[config.mk]
export PLATFORM = sky130hd
export DESIGN_NAME = gcrb_top
export DESIGN_NICKNAME = d
export VERILOG_FILES = /design/src/rtl/gcrb_pkg.sv /design/src/rtl/gcrb_decode.sv /design/src/rtl/gcrb_top.sv
export VERILOG_INCLUDE_DIRS = /design/src /design/src/rtl
export SDC_FILE = /design/constraint.sdc
export NUM_CORES = 1
export LEC_CHECK = 0
export BUFFER_PORTS_ARGS = -buffer_cell sky130_fd_sc_hd__buf_2
export CORE_ASPECT_RATIO = 1.2
export CORE_MARGIN = 2
export CORE_UTILIZATION = 52
export CTS_CLUSTER_DIAMETER = 200
export DETAILED_ROUTE_END_ITERATION = 8
export MAX_ROUTING_LAYER = met4
export PLACE_DENSITY_LB_ADDON = 0.25
export SKIP_CTS_REPAIR_TIMING = 1
export SYNTH_ARGS = -nofsm -noshare
export SYNTH_HDL_FRONTEND = slang
export SYNTH_SLANG_ARGS = --single-unit
[constraint.sdc]
create_clock -name clock -period 2.7 [get_ports clock]
set_clock_uncertainty 0.1 [all_clocks]
set_input_delay 0.405 -clock clock [delete_from_list [all_inputs] [get_ports clock]]
set_output_delay 0.405 -clock clock [all_outputs]
set_load 0.03 [all_outputs]
[src/rtl/gcrb_cfg.svh]
`ifndef GCRB_CFG_SVH
`define GCRB_CFG_SVH

// ----------------------------------------------------------------
// register indices
// ----------------------------------------------------------------
`define GCRB_IDX_LAST      8'h2f
`define GCRB_IDX_CTRL      8'h02
`define GCRB_IDX_LDEV      8'h07
`define GCRB_IDX_DEVID     8'h20
`define GCRB_IDX_DEVREV    8'h21

// ----------------------------------------------------------------
// fields and reset values
// ----------------------------------------------------------------
`define GCRB_CTRL_SRST_BIT 0
`define GCRB_LDEV_RST      8'h00
`define GCRB_INDEX_RST     8'h00
// arbitrary identity values, not tied to any real part
`define GCRB_DEVID_DEF     8'h5a
`define GCRB_DEVREV_DEF    8'h01

`endif

[src/rtl/gcrb_pkg.sv]
package gcrb_pkg;
   typedef logic [7:0] gcrb_byte_t;

   typedef enum logic [1:0] {
      GCRB_SEL_NONE  = 2'b00,
      GCRB_SEL_CTRL  = 2'b01,
      GCRB_SEL_LDEV  = 2'b10,
      GCRB_SEL_RO    = 2'b11
   } gcrb_sel_t;
endpackage

[src/rtl/gcrb_decode.sv]
`timescale 1ns/1ps
`include "gcrb_cfg.svh"

module gcrb_decode
   import gcrb_pkg::*;
#(
   parameter logic [7:0] DEV_ID  = `GCRB_DEVID_DEF,
   parameter logic [7:0] DEV_REV = `GCRB_DEVREV_DEF
) (
   // index in
   input  wire gcrb_pkg::gcrb_byte_t index,
   // decode out
   output gcrb_pkg::gcrb_sel_t       sel,
   output gcrb_pkg::gcrb_byte_t      ro_data
);
   import gcrb_pkg::*;

   // full 8-bit compare, no aliasing
   always_comb begin
      sel     = GCRB_SEL_NONE;
      ro_data = 8'h00;
      unique case (index)
         `GCRB_IDX_CTRL:   sel = GCRB_SEL_CTRL;
         `GCRB_IDX_LDEV:   sel = GCRB_SEL_LDEV;
         `GCRB_IDX_DEVID: begin
            sel     = GCRB_SEL_RO;
            ro_data = DEV_ID;
         end
         `GCRB_IDX_DEVREV: begin
            sel     = GCRB_SEL_RO;
            ro_data = DEV_REV;
         end
         default:          sel = GCRB_SEL_NONE;
      endcase
   end
endmodule

[src/rtl/gcrb_top.sv]
`timescale 1ns/1ps
`include "gcrb_cfg.svh"

module gcrb_top
   import gcrb_pkg::*;
#(
   parameter logic [7:0] DEV_ID  = `GCRB_DEVID_DEF,
   parameter logic [7:0] DEV_REV = `GCRB_DEVREV_DEF
) (
   // clock and reset
   input  wire logic                 clock,
   input  wire logic                 rst_b,
   // configuration mode level
   input  wire logic                 cfg_mode,
   // index/data port
   input  wire logic                 index_wr,
   input  wire logic                 data_wr,
   input  wire logic                 data_rd,
   input  wire gcrb_pkg::gcrb_byte_t wr_data,
   output gcrb_pkg::gcrb_byte_t      rd_data,
   output gcrb_pkg::gcrb_byte_t      index_out,
   // to logical device registers
   output gcrb_pkg::gcrb_byte_t      ldev_sel,
   output logic                      soft_rst,
   output logic                      ldev_access
);
   import gcrb_pkg::*;

   // ----------------------------------------------------------------
   // reset release
   // ----------------------------------------------------------------
   logic [1:0] rst_sync_q;
   logic       rst_b_int;

   always_ff @(posedge clock or negedge rst_b) begin
      if (!rst_b) begin
         rst_sync_q <= 2'b00;
      end else begin
         rst_sync_q <= {rst_sync_q[0], 1'b1};
      end
   end
   assign rst_b_int = rst_sync_q[1];

   // ----------------------------------------------------------------
   // state
   // ----------------------------------------------------------------
   typedef struct packed {
      gcrb_byte_t index;
      gcrb_byte_t ldev;
      gcrb_byte_t rdata;
      logic       srst;
      logic       lacc;
   } gcrb_state_t;

   gcrb_state_t st_q;
   gcrb_state_t st_d;
   gcrb_sel_t   sel;
   gcrb_byte_t  ro_data;

   gcrb_decode #(
      .DEV_ID  (DEV_ID),
      .DEV_REV (DEV_REV)
   ) gcrb_decode_inst (
      .index   (st_q.index),
      .sel     (sel),
      .ro_data (ro_data)
   );

   // in-range check kept separate so the upper map stays outside this block
   function automatic logic gcrb_global(input gcrb_byte_t idx);
      gcrb_global = (idx <= `GCRB_IDX_LAST);
   endfunction

   // ----------------------------------------------------------------
   // next state
   // ----------------------------------------------------------------
   always_comb begin
      st_d       = st_q;
      st_d.srst  = 1'b0;
      st_d.lacc  = 1'b0;
      st_d.rdata = 8'h00;
      if (cfg_mode) begin
         if (index_wr) begin
            st_d.index = wr_data;
         end
         if (data_wr && gcrb_global(st_q.index)) begin
            if (sel == GCRB_SEL_CTRL) begin
               st_d.srst = wr_data[`GCRB_CTRL_SRST_BIT];
            end else if (sel == GCRB_SEL_LDEV) begin
               st_d.ldev = wr_data;
            end
         end
         if (data_rd && gcrb_global(st_q.index)) begin
            unique case (sel)
               GCRB_SEL_LDEV: st_d.rdata = st_q.ldev;
               GCRB_SEL_RO:   st_d.rdata = ro_data;
               GCRB_SEL_CTRL: st_d.rdata = 8'h00;
               GCRB_SEL_NONE: st_d.rdata = 8'h00;
            endcase
         end
         // accesses above the global range go to the selected device only
         if ((data_wr || data_rd) && !gcrb_global(st_q.index)) begin
            st_d.lacc = 1'b1;
         end
      end
      // soft reset returns the device select to its default
      if (st_q.srst) begin
         st_d.ldev = `GCRB_LDEV_RST;
      end
   end

   always_ff @(posedge clock or negedge rst_b_int) begin
      if (!rst_b_int) begin
         st_q.index <= `GCRB_INDEX_RST;
         st_q.ldev  <= `GCRB_LDEV_RST;
         st_q.rdata <= 8'h00;
         st_q.srst  <= 1'b0;
         st_q.lacc  <= 1'b0;
      end else begin
         st_q <= st_d;
      end
   end

   assign rd_data     = st_q.rdata;
   assign index_out   = st_q.index;
   assign ldev_sel    = st_q.ldev;
   assign soft_rst    = st_q.srst;
   assign ldev_access = st_q.lacc;

   // ----------------------------------------------------------------
   // checks
   // ----------------------------------------------------------------
   soft_pulse_a: assert property (@(posedge clock) disable iff (!rst_b_int)
      cfg_mode && data_wr && st_q.index == `GCRB_IDX_CTRL && wr_data[0]
      |=> soft_rst ##1 !soft_rst)
      else $error("soft reset pulse missing");
   srst_clear_a: assert property (@(posedge clock) disable iff (!rst_b_int)
      soft_rst |=> !soft_rst)
      else $error("soft reset bit stuck");
   ldev_write_a: assert property (@(posedge clock) disable iff (!rst_b_int)
      cfg_mode && data_wr && st_q.index == `GCRB_IDX_LDEV && !soft_rst
      |=> ldev_sel == $past(wr_data))
      else $error("device select not written");
   ldev_soft_a: assert property (@(posedge clock) disable iff (!rst_b_int)
      soft_rst |=> ldev_sel == 8'h00)
      else $error("device select kept over soft reset");
   index_latch_a: assert property (@(posedge clock) disable iff (!rst_b_int)
      cfg_mode && index_wr |=> index_out == $past(wr_data))
      else $error("index not latched");
   mode_gate_a: assert property (@(posedge clock) disable iff (!rst_b_int)
      !cfg_mode |=> $stable(index_out) && rd_data == 8'h00 && !soft_rst)
      else $error("access outside configuration mode");
   id_read_a: assert property (@(posedge clock) disable iff (!rst_b_int)
      cfg_mode && data_rd && !index_wr && index_out == `GCRB_IDX_DEVID
      |=> rd_data == DEV_ID)
      else $error("identification read wrong");
   rev_read_a: assert property (@(posedge clock) disable iff (!rst_b_int)
      cfg_mode && data_rd && index_out == `GCRB_IDX_DEVREV
      |=> rd_data == DEV_REV)
      else $error("revision read wrong");
   resv_read_a: assert property (@(posedge clock) disable iff (!rst_b_int)
      data_rd && index_out inside {[8'h00:8'h06], [8'h08:8'h1f], [8'h22:8'h2f]}
      |=> rd_data == 8'h00)
      else $error("reserved read not zero");
   no_alias_a: assert property (@(posedge clock) disable iff (!rst_b_int)
      data_wr && index_out != `GCRB_IDX_LDEV && !soft_rst
      |=> $stable(ldev_sel))
      else $error("write aliased onto device select");
   dev_acc_a: assert property (@(posedge clock) disable iff (!rst_b_int)
      cfg_mode && data_wr && index_out > 8'h2f |=> ldev_access)
      else $error("device access not flagged");
endmodule

==> flow_summary.json, run 1 <==
{
  "layout.nets": 153,
  "rsz0062_at_grt": "no",
  "wl_per_cell_um": 13.0,
  "yosysSeqAreaShare_pct": 57.5,
  "dr.pass1.iters": 4,
  "hold_class": "in2reg",
  "outcome": "completed",
  "synth_seq_cells": 28,
  "worstReg2RegStart": "index_out[3]",
  "vdd_ir_drop_max_uv": 392,
  "rows": 19,
  "fin_crit_sh_pct": 70.2,
  "syn-num-nets": 110,
  "grt.total_usage_pct": 19.8,
  "critPathMaxFanout": 8,
  "cts-root-buf": "clkbuf_4",
  "final_max_slew_viol_count": 0,
  "ant_nets": 0,
  "grt_use_met2_pct": 28.2,
  "grt_max_degree": 27,
  "synth_top_cell_area_share_pct": 57.5,
  "hpwl_um": 1660,
  "grtUsageMet1_pct": 28.2,
  "pin_count": 40,
  "path_buf_inv": 0,
  "cts.clk_slew.worst_paths_ns": 0.14,
  "dp_cells": 164,
  "cp_cell_sequence": "nor4_4 -> nor4b_4 -> mux2i_1",
  "yosys.area_share.simple_pct": 23.1,
  "finalPower_uw": 876,
  "synth-compound-area-share_pct": 2.36,
  "power-per-cell-area_nw_per_um2": 596,
  "fmax_mhz": 528,
  "portBuffers": 39,
  "hold_ws_ns": 0.235,
  "period_needed_ns": 1.89,
  "initial_core_util_pct": 54.0,
  "initialDrtViolationCount": 13,
  "dieArea_um2": 2750,
  "setup_tns_ns": 0,
  "leakage_uw": 0.000722,
  "numCtsBuffers": 3,
  "syn_area_um2": 1220,
  "synth_top_family_by_area": "simple AND/OR/NAND/NOR gates",
  "hold_depth": 2,
  "seq_area_um2": 701,
  "antenna_found_initial": 0,
  "core-area_um2": 2260,
  "hold_violations": 0,
  "postSynthAreaPerCell_um2": 12.7,
  "fillCellCount": 174,
  "worst-path-stages": 3,
  "synth_mux_area_share_pct": 14.0,
  "slowest_stage": "nor4b_4",
  "gp_congestion": 0.851,
  "clock_path_buffers": 2,
  "required_ns": 2.83,
  "start_kind": "flop",
  "htree_levels": 1,
  "r2r_cells": 3,
  "syn_inst": 96,
  "area_delta_synth_final_pct": 20.6,
  "cp_top_family": "simple AND/OR/NAND/NOR gates",
  "use_met3_pct": 3.48,
  "busiest_layer": "met1",
  "clk_latency_ns": 0.31,
  "die_x_um": 48.2,
  "multi_input_area_um2": 484,
  "whs_endpoint": "index_out[7]",
  "rrSetupSlack_ns": 0.81,
  "slew_headroom_pct": 33.1,
  "arrival_ns": 2.03,
  "grt_pass1_vias": 821,
  "chipHeight_um": 57.0,
  "critPathMaxStageDelay_ns": 0.64,
  "yosysWarnings": 0,
  "critical_path.endpoint_type": "flop",
  "vias": 839,
  "layout.cells.non_filler": 168,
  "grt_pass1_wl_um": 3860,
  "worst_slew_pin_slew_ns": 1.00,
  "drive_gt1_share_pct": 40.1,
  "yosys.area_share.adder_pct": 0,
  "cap_violations": 0,
  "post_drt_via_cell_ratio": 4.99,
  "setup_viol": 0,
  "worstSetupPathType": "reg2reg",
  "reg2reg_to": "ldev_sel[0]",
  "synth_area_leaders": "dfrtp_1 57%, nand2b_1 8.7%, mux2_2 7.4%, mux2i_1 6.6%, nor3_1 2.9%",
  "holdCritStartpoint": "wr_data[7]",
  "wl_um": 2190,
  "cts_tree": "built",
  "diodes": 0,
  "route.detailed.drc": 0,
  "overflow": 0,
  "synth.distinct_cells": 23,
  "cts.sinks": 28,
  "yosysTopAreaCell": "dfrtp_1",
  "synth-xor-area-share_pct": 0
}
-- power breakdown --
group / switching [µW] / internal, µW
clock: 107 / 52.1
combinational: 132 / 76.0
sequential: 51.5 / 458
total: 290 / 586
-- placed cells by master (no fill, tap or decap) --
cell | netlist | routed
clkbuf_4 | 0 | 3
inv_1 | 5 | 5
nand3_1 | 1 | 1
nor4_1 | 1 | 1
nor4_4 | 1 | 1
dlygate4sd3_1 | 0 | 1
o31a_2 | 1 | 1
a211oi_1 | 1 | 1
mux2_2 | 8 | 8
nor3_1 | 7 | 7
a31oi_1 | 1 | 1
nor2_1 | 5 | 5
nor3b_1 | 2 | 2
dfrtp_1 | 28 | 28
conb_1 | 1 | 1
nand2b_1 | 17 | 17
nor2b_1 | 1 | 1
buf_2 | 0 | 39
o21ai_0 | 1 | 1
nand4b_4 | 1 | 1
nor4b_4 | 1 | 1
nand4_2 | 1 | 1
nand2_1 | 2 | 2
mux2i_1 | 8 | 8
-- flip-flops by register name, indices dropped and copies added, names as in the netlist --
name and flops:
index_out 8, rst_sync_q 2, rd_data 8, ldev_sel 8, soft_rst 1, ldev_access 1
-- worst max path at each step --
stage / from / end
3_5_place_dp: index_out[3] / ldev_sel[0]
6_report: index_out[3] / ldev_sel[0]
3_3_place_gp: index_out[3] / ldev_sel[7]
5_1_grt: index_out[3] / ldev_sel[0]
2_1_floorplan: index_out[3] / ldev_sel[0]
4_1_cts: index_out[3] / ldev_sel[0]
-- metrics by stage --
stage / area [µm²] / setup WS (ns) / utilization [%]
floorplan: 1220 / 1.08 / -
finish: 1470 / 0.806 / 65.1
detailed placement: 1440 / 0.823 / 63.7
global route: 1470 / 0.663 / 65.1
CTS: 1460 / 0.782 / 64.7
global placement: 1440 / 0.905 / 63.7
-- cell type report --
type	instances	share of cell area, %
clock buffers	3	1.53
inverters	5	1.28
multi-input cells	61	32.9
flip-flops and latches	28	47.7
well taps	31	2.64
repair buffers	40	14.0
-- cells in the mapped netlist --
| library cell | n |
|---|---|
| o21ai_0 | 1 |
| nand4b_4 | 1 |
| clkbuf_1 | 1 |
| inv_1 | 5 |
| nor4_4 | 1 |
| a211oi_1 | 1 |
| nor2b_1 | 1 |
| a31oi_1 | 1 |
| nor2_1 | 5 |
| conb_1 | 1 |
| nor4_1 | 1 |
| o31a_2 | 1 |
| nor4b_4 | 1 |
| nand2b_1 | 17 |
| buf_6 | 1 |
| nand3_1 | 1 |
| nand4_2 | 1 |
| dfrtp_1 | 28 |
| nand2_1 | 2 |
| nor3_1 | 7 |
| mux2_2 | 8 |
| nor3b_1 | 2 |
| mux2i_1 | 8 |
-- layer usage --
metal	share of wire, %	vias up
li1	-	411
met1	45	398
met2	49	26
met3	4.3	4
met4	1.4	0
met5	0	-
-- worst register-to-register path, cell delays in order (launching register included) --
cell and delay (ns):
dfrtp_1 0.44, nor4_4 0.35, nor4b_4 0.64, mux2i_1 0.28
-- logic make-up after synthesis --
logic type	count (synthesis)
AND/OR/NAND/NOR	40
flip-flops	28
multiplexers	16
buffers and inverters	7
AO/OA/AOI/OAI	4
other	1
(Power assumes the default switching activity.)
==> run 2, diff against run 1 <==
--- a/config.mk
+++ b/config.mk
@@ -6,10 +6,11 @@
 export SDC_FILE = /design/constraint.sdc
 export NUM_CORES = 1
 export LEC_CHECK = 0
+export ABC_AREA = 1
 export BUFFER_PORTS_ARGS = -buffer_cell sky130_fd_sc_hd__buf_2
 export CORE_ASPECT_RATIO = 1.2
 export CORE_MARGIN = 2
-export CORE_UTILIZATION = 52
+export CORE_UTILIZATION = 49
 export CTS_CLUSTER_DIAMETER = 200
 export DETAILED_ROUTE_END_ITERATION = 8
 export MAX_ROUTING_LAYER = met4
==> constraint.sdc (replaced) <==
create_clock -name clock -period 1.85 [get_ports clock]
set_clock_uncertainty 0.1 [all_clocks]
set_input_delay 0.2775 -clock clock [delete_from_list [all_inputs] [get_ports clock]]
set_output_delay 0.2775 -clock clock [all_outputs]
set_load 0.03 [all_outputs]
==> run 2 against run 1 <==
Compared with the run above: final cell count is 24% higher; utilization down 0.76 points; critical endpoint is now index_out[0]; combinational power shrank 11%; clock-buffer cell count up 1.
==> flow_summary.json, run 2 <==
{
  "cts.sinks": 28,
  "cap_violations": 0,
  "cts-root-buf": "clkbuf_4",
  "synth.distinct_cells": 18,
  "cts.clk_slew.worst_paths_ns": 0.14,
  "hold_class": "in2reg",
  "diodes": 0,
  "startpoint": "index_out[0]",
  "clock_path_buffers": 2,
  "critPathMaxStageDelay_ns": 0.48,
  "final_common_cell": "buf_2",
  "synth_top_cell_area_share_pct": 57.3,
  "critPathMaxFanout": 6,
  "yosysSeqAreaShare_pct": 57.3,
  "htree_levels": 1,
  "arrival_ns": 1.04,
  "synth_area_leaders": "dfrtp_1 57%, nand2_1 9.5%, nor2_1 7.4%, nand3_1 4.1%, nand4_1 4.1%",
  "slowest_stage": "dfrtp_1",
  "fillCellCount": 209,
  "ys_async_sr_fraction_pct": 100,
  "dr.pass1.iters": 4,
  "dieArea_um2": 2910,
  "power-per-cell-area_nw_per_um2": 756,
  "layout.nets": 192,
  "rsz0062_at_grt": "no",
  "initial_core_util_pct": 52.5,
  "route.detailed.drc": 0,
  "antenna_found_initial": 0,
  "synth_seq_cells": 28,
  "chipHeight_um": 58.7,
  "fmax_mhz": 705,
  "wl_per_cell_um": 11.3,
  "postSynthAreaPerCell_um2": 9.13,
  "cp_cell_sequence": "buf_2",
  "overflow": 0,
  "start_kind": "flop",
  "fin_util_pct": 64.3,
  "wl_um": 2340,
  "path_buf_inv": 1,
  "area_delta_synth_final_pct": 22.5,
  "finalPower_uw": 1130,
  "grt_pass1_vias": 978,
  "drive_gt1_share_pct": 31.1,
  "syn_area_um2": 1220,
  "post_drt_via_cell_ratio": 4.88,
  "rows": 19,
  "critical_path.endpoint_type": "output pin",
  "clk_latency_ns": 0.32,
  "worstReg2RegStart": "index_out[7]",
  "ant_nets": 0,
  "synth_edf_count": 0,
  "syn-num-nets": 148,
  "final_max_slew_viol_count": 0,
  "layout.cells.non_filler": 208,
  "hpwl_um": 1900,
  "cts_tree": "built",
  "yosysWarnings": 0,
  "required_ns": 1.47,
  "vdd_ir_drop_max_uv": 615,
  "numCtsBuffers": 3,
  "synth_most_common_cell": "nand2_1",
  "holdCritStartpoint": "wr_data[5]",
  "grt.total_usage_pct": 19.5,
  "gp_congestion": 0.837,
  "ys_top_cells_by_count": "31 x nand2_1, 28 x dfrtp_1, 24 x nor2_1",
  "hold_violations": 0,
  "die_x_um": 49.6,
  "setup_tns_ns": 0,
  "fin_crit_sh_pct": 76.6,
  "dp_cells": 203,
  "outcome": "completed",
  "grt_pass1_wl_um": 4180,
  "worstSetupPathType": "reg2out",
  "cp_top_family": "flip-flops",
  "pin_count": 40,
  "syn_inst": 134,
  "core-area_um2": 2330,
  "portBuffers": 39,
  "leakage_uw": 0.000893,
  "vias": 1016,
  "setup_viol": 0,
  "grt_max_degree": 27,
  "initialDrtViolationCount": 17,
  "yosysTopAreaCell": "dfrtp_1",
  "synthFlopType": "dfrtp_1",
  "final_cell_mix": "39 x buf_2, 31 x nand2_1, 28 x dfrtp_1",
  "period_needed_ns": 1.42
}
-- run 2: changes by cell type after synthesis, moves of 3 or more --
cell / delta
inv_1: +5
mux2_2: -8
nor2_2: +3
nand3_1: +9
nand4_1: +8
nor2_1: +19
a21oi_1: +8
mux2i_1: -8
nand2b_1: -17
nor3_1: -7
nand2_1: +29
-- run 2: kinds of logic (layout without fill, tap and decap cells) --
| kind of cell | count (synthesis) | in the layout | share of synthesized area [%] |
|---|---|---|---|
| other | 1 | 1 | 0.306 |
| AND/OR/NAND/NOR | 84 | 84 | 34.5 |
| buffers and inverters | 12 | 55 | 4.09 |
| AO/OA/AOI/OAI | 9 | 9 | 3.89 |
| flip-flops | 28 | 28 | 57.3 |
-- run 2: through the flow --
step           cell area (µm²)  hold WS [ns]  setup WS (ns)
6_report                  1500         0.121          0.432
3_3_place_gp              1450       -0.0376          0.554
4_1_cts                   1490        -0.407          0.424
5_1_grt                   1500        0.0939          0.347
3_5_place_dp              1450       -0.0360          0.499
2_1_floorplan             1220        -0.118          0.440
-- run 2: final timing paths --
path	to	slack [ns]	cells after the start
worst max-delay path	index_out[0]	0.43	1
worst min-delay path	ldev_sel[5]	0.12	3
worst max register to register	rd_data[4]	0.47	5
worst min register to register	ldev_sel[3]	0.13	1
max in group asynchronous	ldev_access	1.28	1
min in group asynchronous	ldev_sel[3]	0.13	1
-- run 2: final cells by class --
type                    instances  area (µm²)  share of cell area [%]
multi-input cells              94         473                    31.6
clock buffers                   4        36.3                    2.42
inverters                      10        37.5                    2.50
flip-flops and latches         28         701                    46.7
well taps                      31        38.8                    2.59
repair buffers                 41         213                    14.2
-- run 2: power by group --
part / switching [µW] / internal [µW] / total [µW]
sequential: 23.4 / 638 / 662
clock: 165 / 120 / 285
combinational: 133 / 52.7 / 186
total: 322 / 811 / 1130
-- run 2: routing by layer --
metal	wire length [µm]	share of wire, %	track usage [%]
met2	1230	52	35.0
met5	0	0	-
met1	998	43	21.9
met4	17	0.73	8.33
met3	99	4.2	2.28
==> run 3, diff against run 2 <==
--- a/config.mk
+++ b/config.mk
@@ -6,11 +6,11 @@
 export SDC_FILE = /design/constraint.sdc
 export NUM_CORES = 1
 export LEC_CHECK = 0
-export ABC_AREA = 1
+export ABC_AREA = 0
 export BUFFER_PORTS_ARGS = -buffer_cell sky130_fd_sc_hd__buf_2
 export CORE_ASPECT_RATIO = 1.2
 export CORE_MARGIN = 2
-export CORE_UTILIZATION = 49
+export CORE_UTILIZATION = 44
 export CTS_CLUSTER_DIAMETER = 200
 export DETAILED_ROUTE_END_ITERATION = 8
 export MAX_ROUTING_LAYER = met4
==> constraint.sdc (replaced) <==
create_clock -name clock -period 1.2 [get_ports clock]
set_clock_uncertainty 0.1 [all_clocks]
set_input_delay 0.18 -clock clock [delete_from_list [all_inputs] [get_ports clock]]
set_output_delay 0.18 -clock clock [all_outputs]
set_load 0.03 [all_outputs]
==> run 3 against run 2 <==
Compared with the run above: setup slack lost 0.83 ns; clock-buffer cell count is the same; largest cell class unchanged; the flow now finishes with violations (hold timing, setup timing); total power grew 120%.
==> flow_summary.json, run 3 (same netlist as run 1, synthesis figures left out) <==
{
  "dieArea_um2": 3210,
  "hpwl_um": 1900,
  "outcome": "finished, violations left",
  "cts.clk_slew.worst_paths_ns": 0.16,
  "start_kind": "flop",
  "layout.nets": 191,
  "diodes": 0,
  "top_layer": "met4",
  "setup_ws_ns": -0.398,
  "hold_depth": 2,
  "core-area_um2": 2580,
  "drive_gt1_share_pct": 61.4,
  "worstReg2RegStart": "index_out[3]",
  "holdCritStartpoint": "wr_data[1]",
  "grt.total_usage_pct": 16.9,
  "power_switching_uw": 789,
  "vdd_ir_drop_max_uv": 1080,
  "critPathMaxFanout": 4,
  "leakage_uw": 0.000951,
  "hold_violations": 2,
  "portBuffers": 39,
  "dr.pass1.iters": 4,
  "wl_per_cell_um": 13.7,
  "p_seq_share_pct": 46.7,
  "post_drt_via_cell_ratio": 4.88,
  "clk_latency_ns": 0.34,
  "cts.sinks": 28,
  "grt_pass1_vias": 898,
  "final_common_cell": "buf_4",
  "worstSetupPathType": "reg2reg",
  "ant_nets": 0,
  "pin_count": 40,
  "grt_max_degree": 22,
  "setup_tns_ns": -6.67,
  "antenna_found_initial": 0,
  "rows": 20,
  "fin_util_pct": 78.2,
  "initialDrtViolationCount": 14,
  "hold_class": "in2reg",
  "power-per-cell-area_nw_per_um2": 1210,
  "initial_core_util_pct": 47.3,
  "fmax_mhz": 626,
  "htree_levels": 1,
  "gp_congestion": 0.824,
  "required_ns": 1.35,
  "route.detailed.drc": 0,
  "wl_um": 2860,
  "power_frac_comb_pct": 34.2,
  "arrival_ns": 1.75,
  "grt_pass1_wl_um": 3820,
  "dr_wl_met2_um": 1540,
  "p_int_uw": 1650,
  "wl_met1_um": 1140,
  "reg2reg_to": "ldev_sel[6]",
  "whs_endpoint": "index_out[1]",
  "setup_viol": 28,
  "final_max_slew_viol_count": 0,
  "cts-root-buf": "clkbuf_4",
  "final_cell_mix": "26 x buf_4, 22 x buf_2, 21 x buf_6",
  "numCtsBuffers": 3,
  "overflow": 0,
  "critical_path.endpoint_type": "flop",
  "vias": 1020,
  "area_delta_synth_final_pct": 65.3,
  "wl_met3_um": 128,
  "r2r_cells": 4,
  "cts_tree": "built",
  "switching_share_pct": 32.3,
  "rrSetupSlack_ns": -0.40,
  "cap_violations": 0,
  "p_clk_share_pct": 19.1,
  "hold_ws_ns": -0.00330,
  "chipHeight_um": 61.7,
  "violations": "hold timing, setup timing",
  "period_needed_ns": 1.60,
  "die_x_um": 52.0,
  "rsz0062_at_grt": "yes",
  "fin_crit_sh_pct": 133,
  "clock_path_buffers": 2
}
[run 3: cell type report]
type	count	area (µm²)
Clock buffer	4	36.3
Fill cell	164	563
Inverter	5	18.8
Multi-Input combinational cell	61	566
Sequential cell	28	711
Tap cell	33	41.3
Timing Repair Buffer	78	642
[run 3: worst max path at each step]
stage | end | startpoint | cells after the start
final | ldev_sel[6] | index_out[3] | 4
after global routing | ldev_sel[6] | index_out[3] | 4
after CTS | ldev_sel[6] | index_out[3] | 4
after detailed placement | ldev_sel[6] | index_out[3] | 4
after global placement | ldev_sel[5] | index_out[3] | 4
after floorplan | ldev_sel[0] | index_out[3] | 4
[run 3: routing by layer]
layer,up-vias,track usage (%)
met1,494,19.9
met2,34,28.8
li1,487,-
met3,5,2.18
met4,0,7.89
met5,-,-
[run 3: power by group through the flow]
stage | Sequential [µW] | Combinational [µW] | Clock [µW]
4_1_cts | 1130 | 609 | 461
3_3_place_gp | 1140 | 601 | 0
6_report | 1140 | 836 | 466
5_1_grt | 1150 | 891 | 513
3_5_place_dp | 1150 | 605 | 0
2_1_floorplan | 1330 | 153 | 0
[run 3: through the flow]
step | total power, µW | cell area (µm²) | std cells | worst slack, ns
finish | 2440 | 2010 | 209 | -0.398
global route | 2560 | 2010 | 209 | -0.474
CTS | 2200 | 1660 | 191 | -0.344
detailed placement | 1760 | 1620 | 187 | -0.309
global placement | 1750 | 1620 | 187 | -0.282
floorplan | 1480 | 1230 | 96 | -0.368
[run 3: worst max-delay path, cell delays in order (launching register included)]
cell     delay [ns]
dfrtp_2        0.45
nor4_4         0.30
nor4b_4        0.25
buf_4          0.19
mux2i_1        0.23
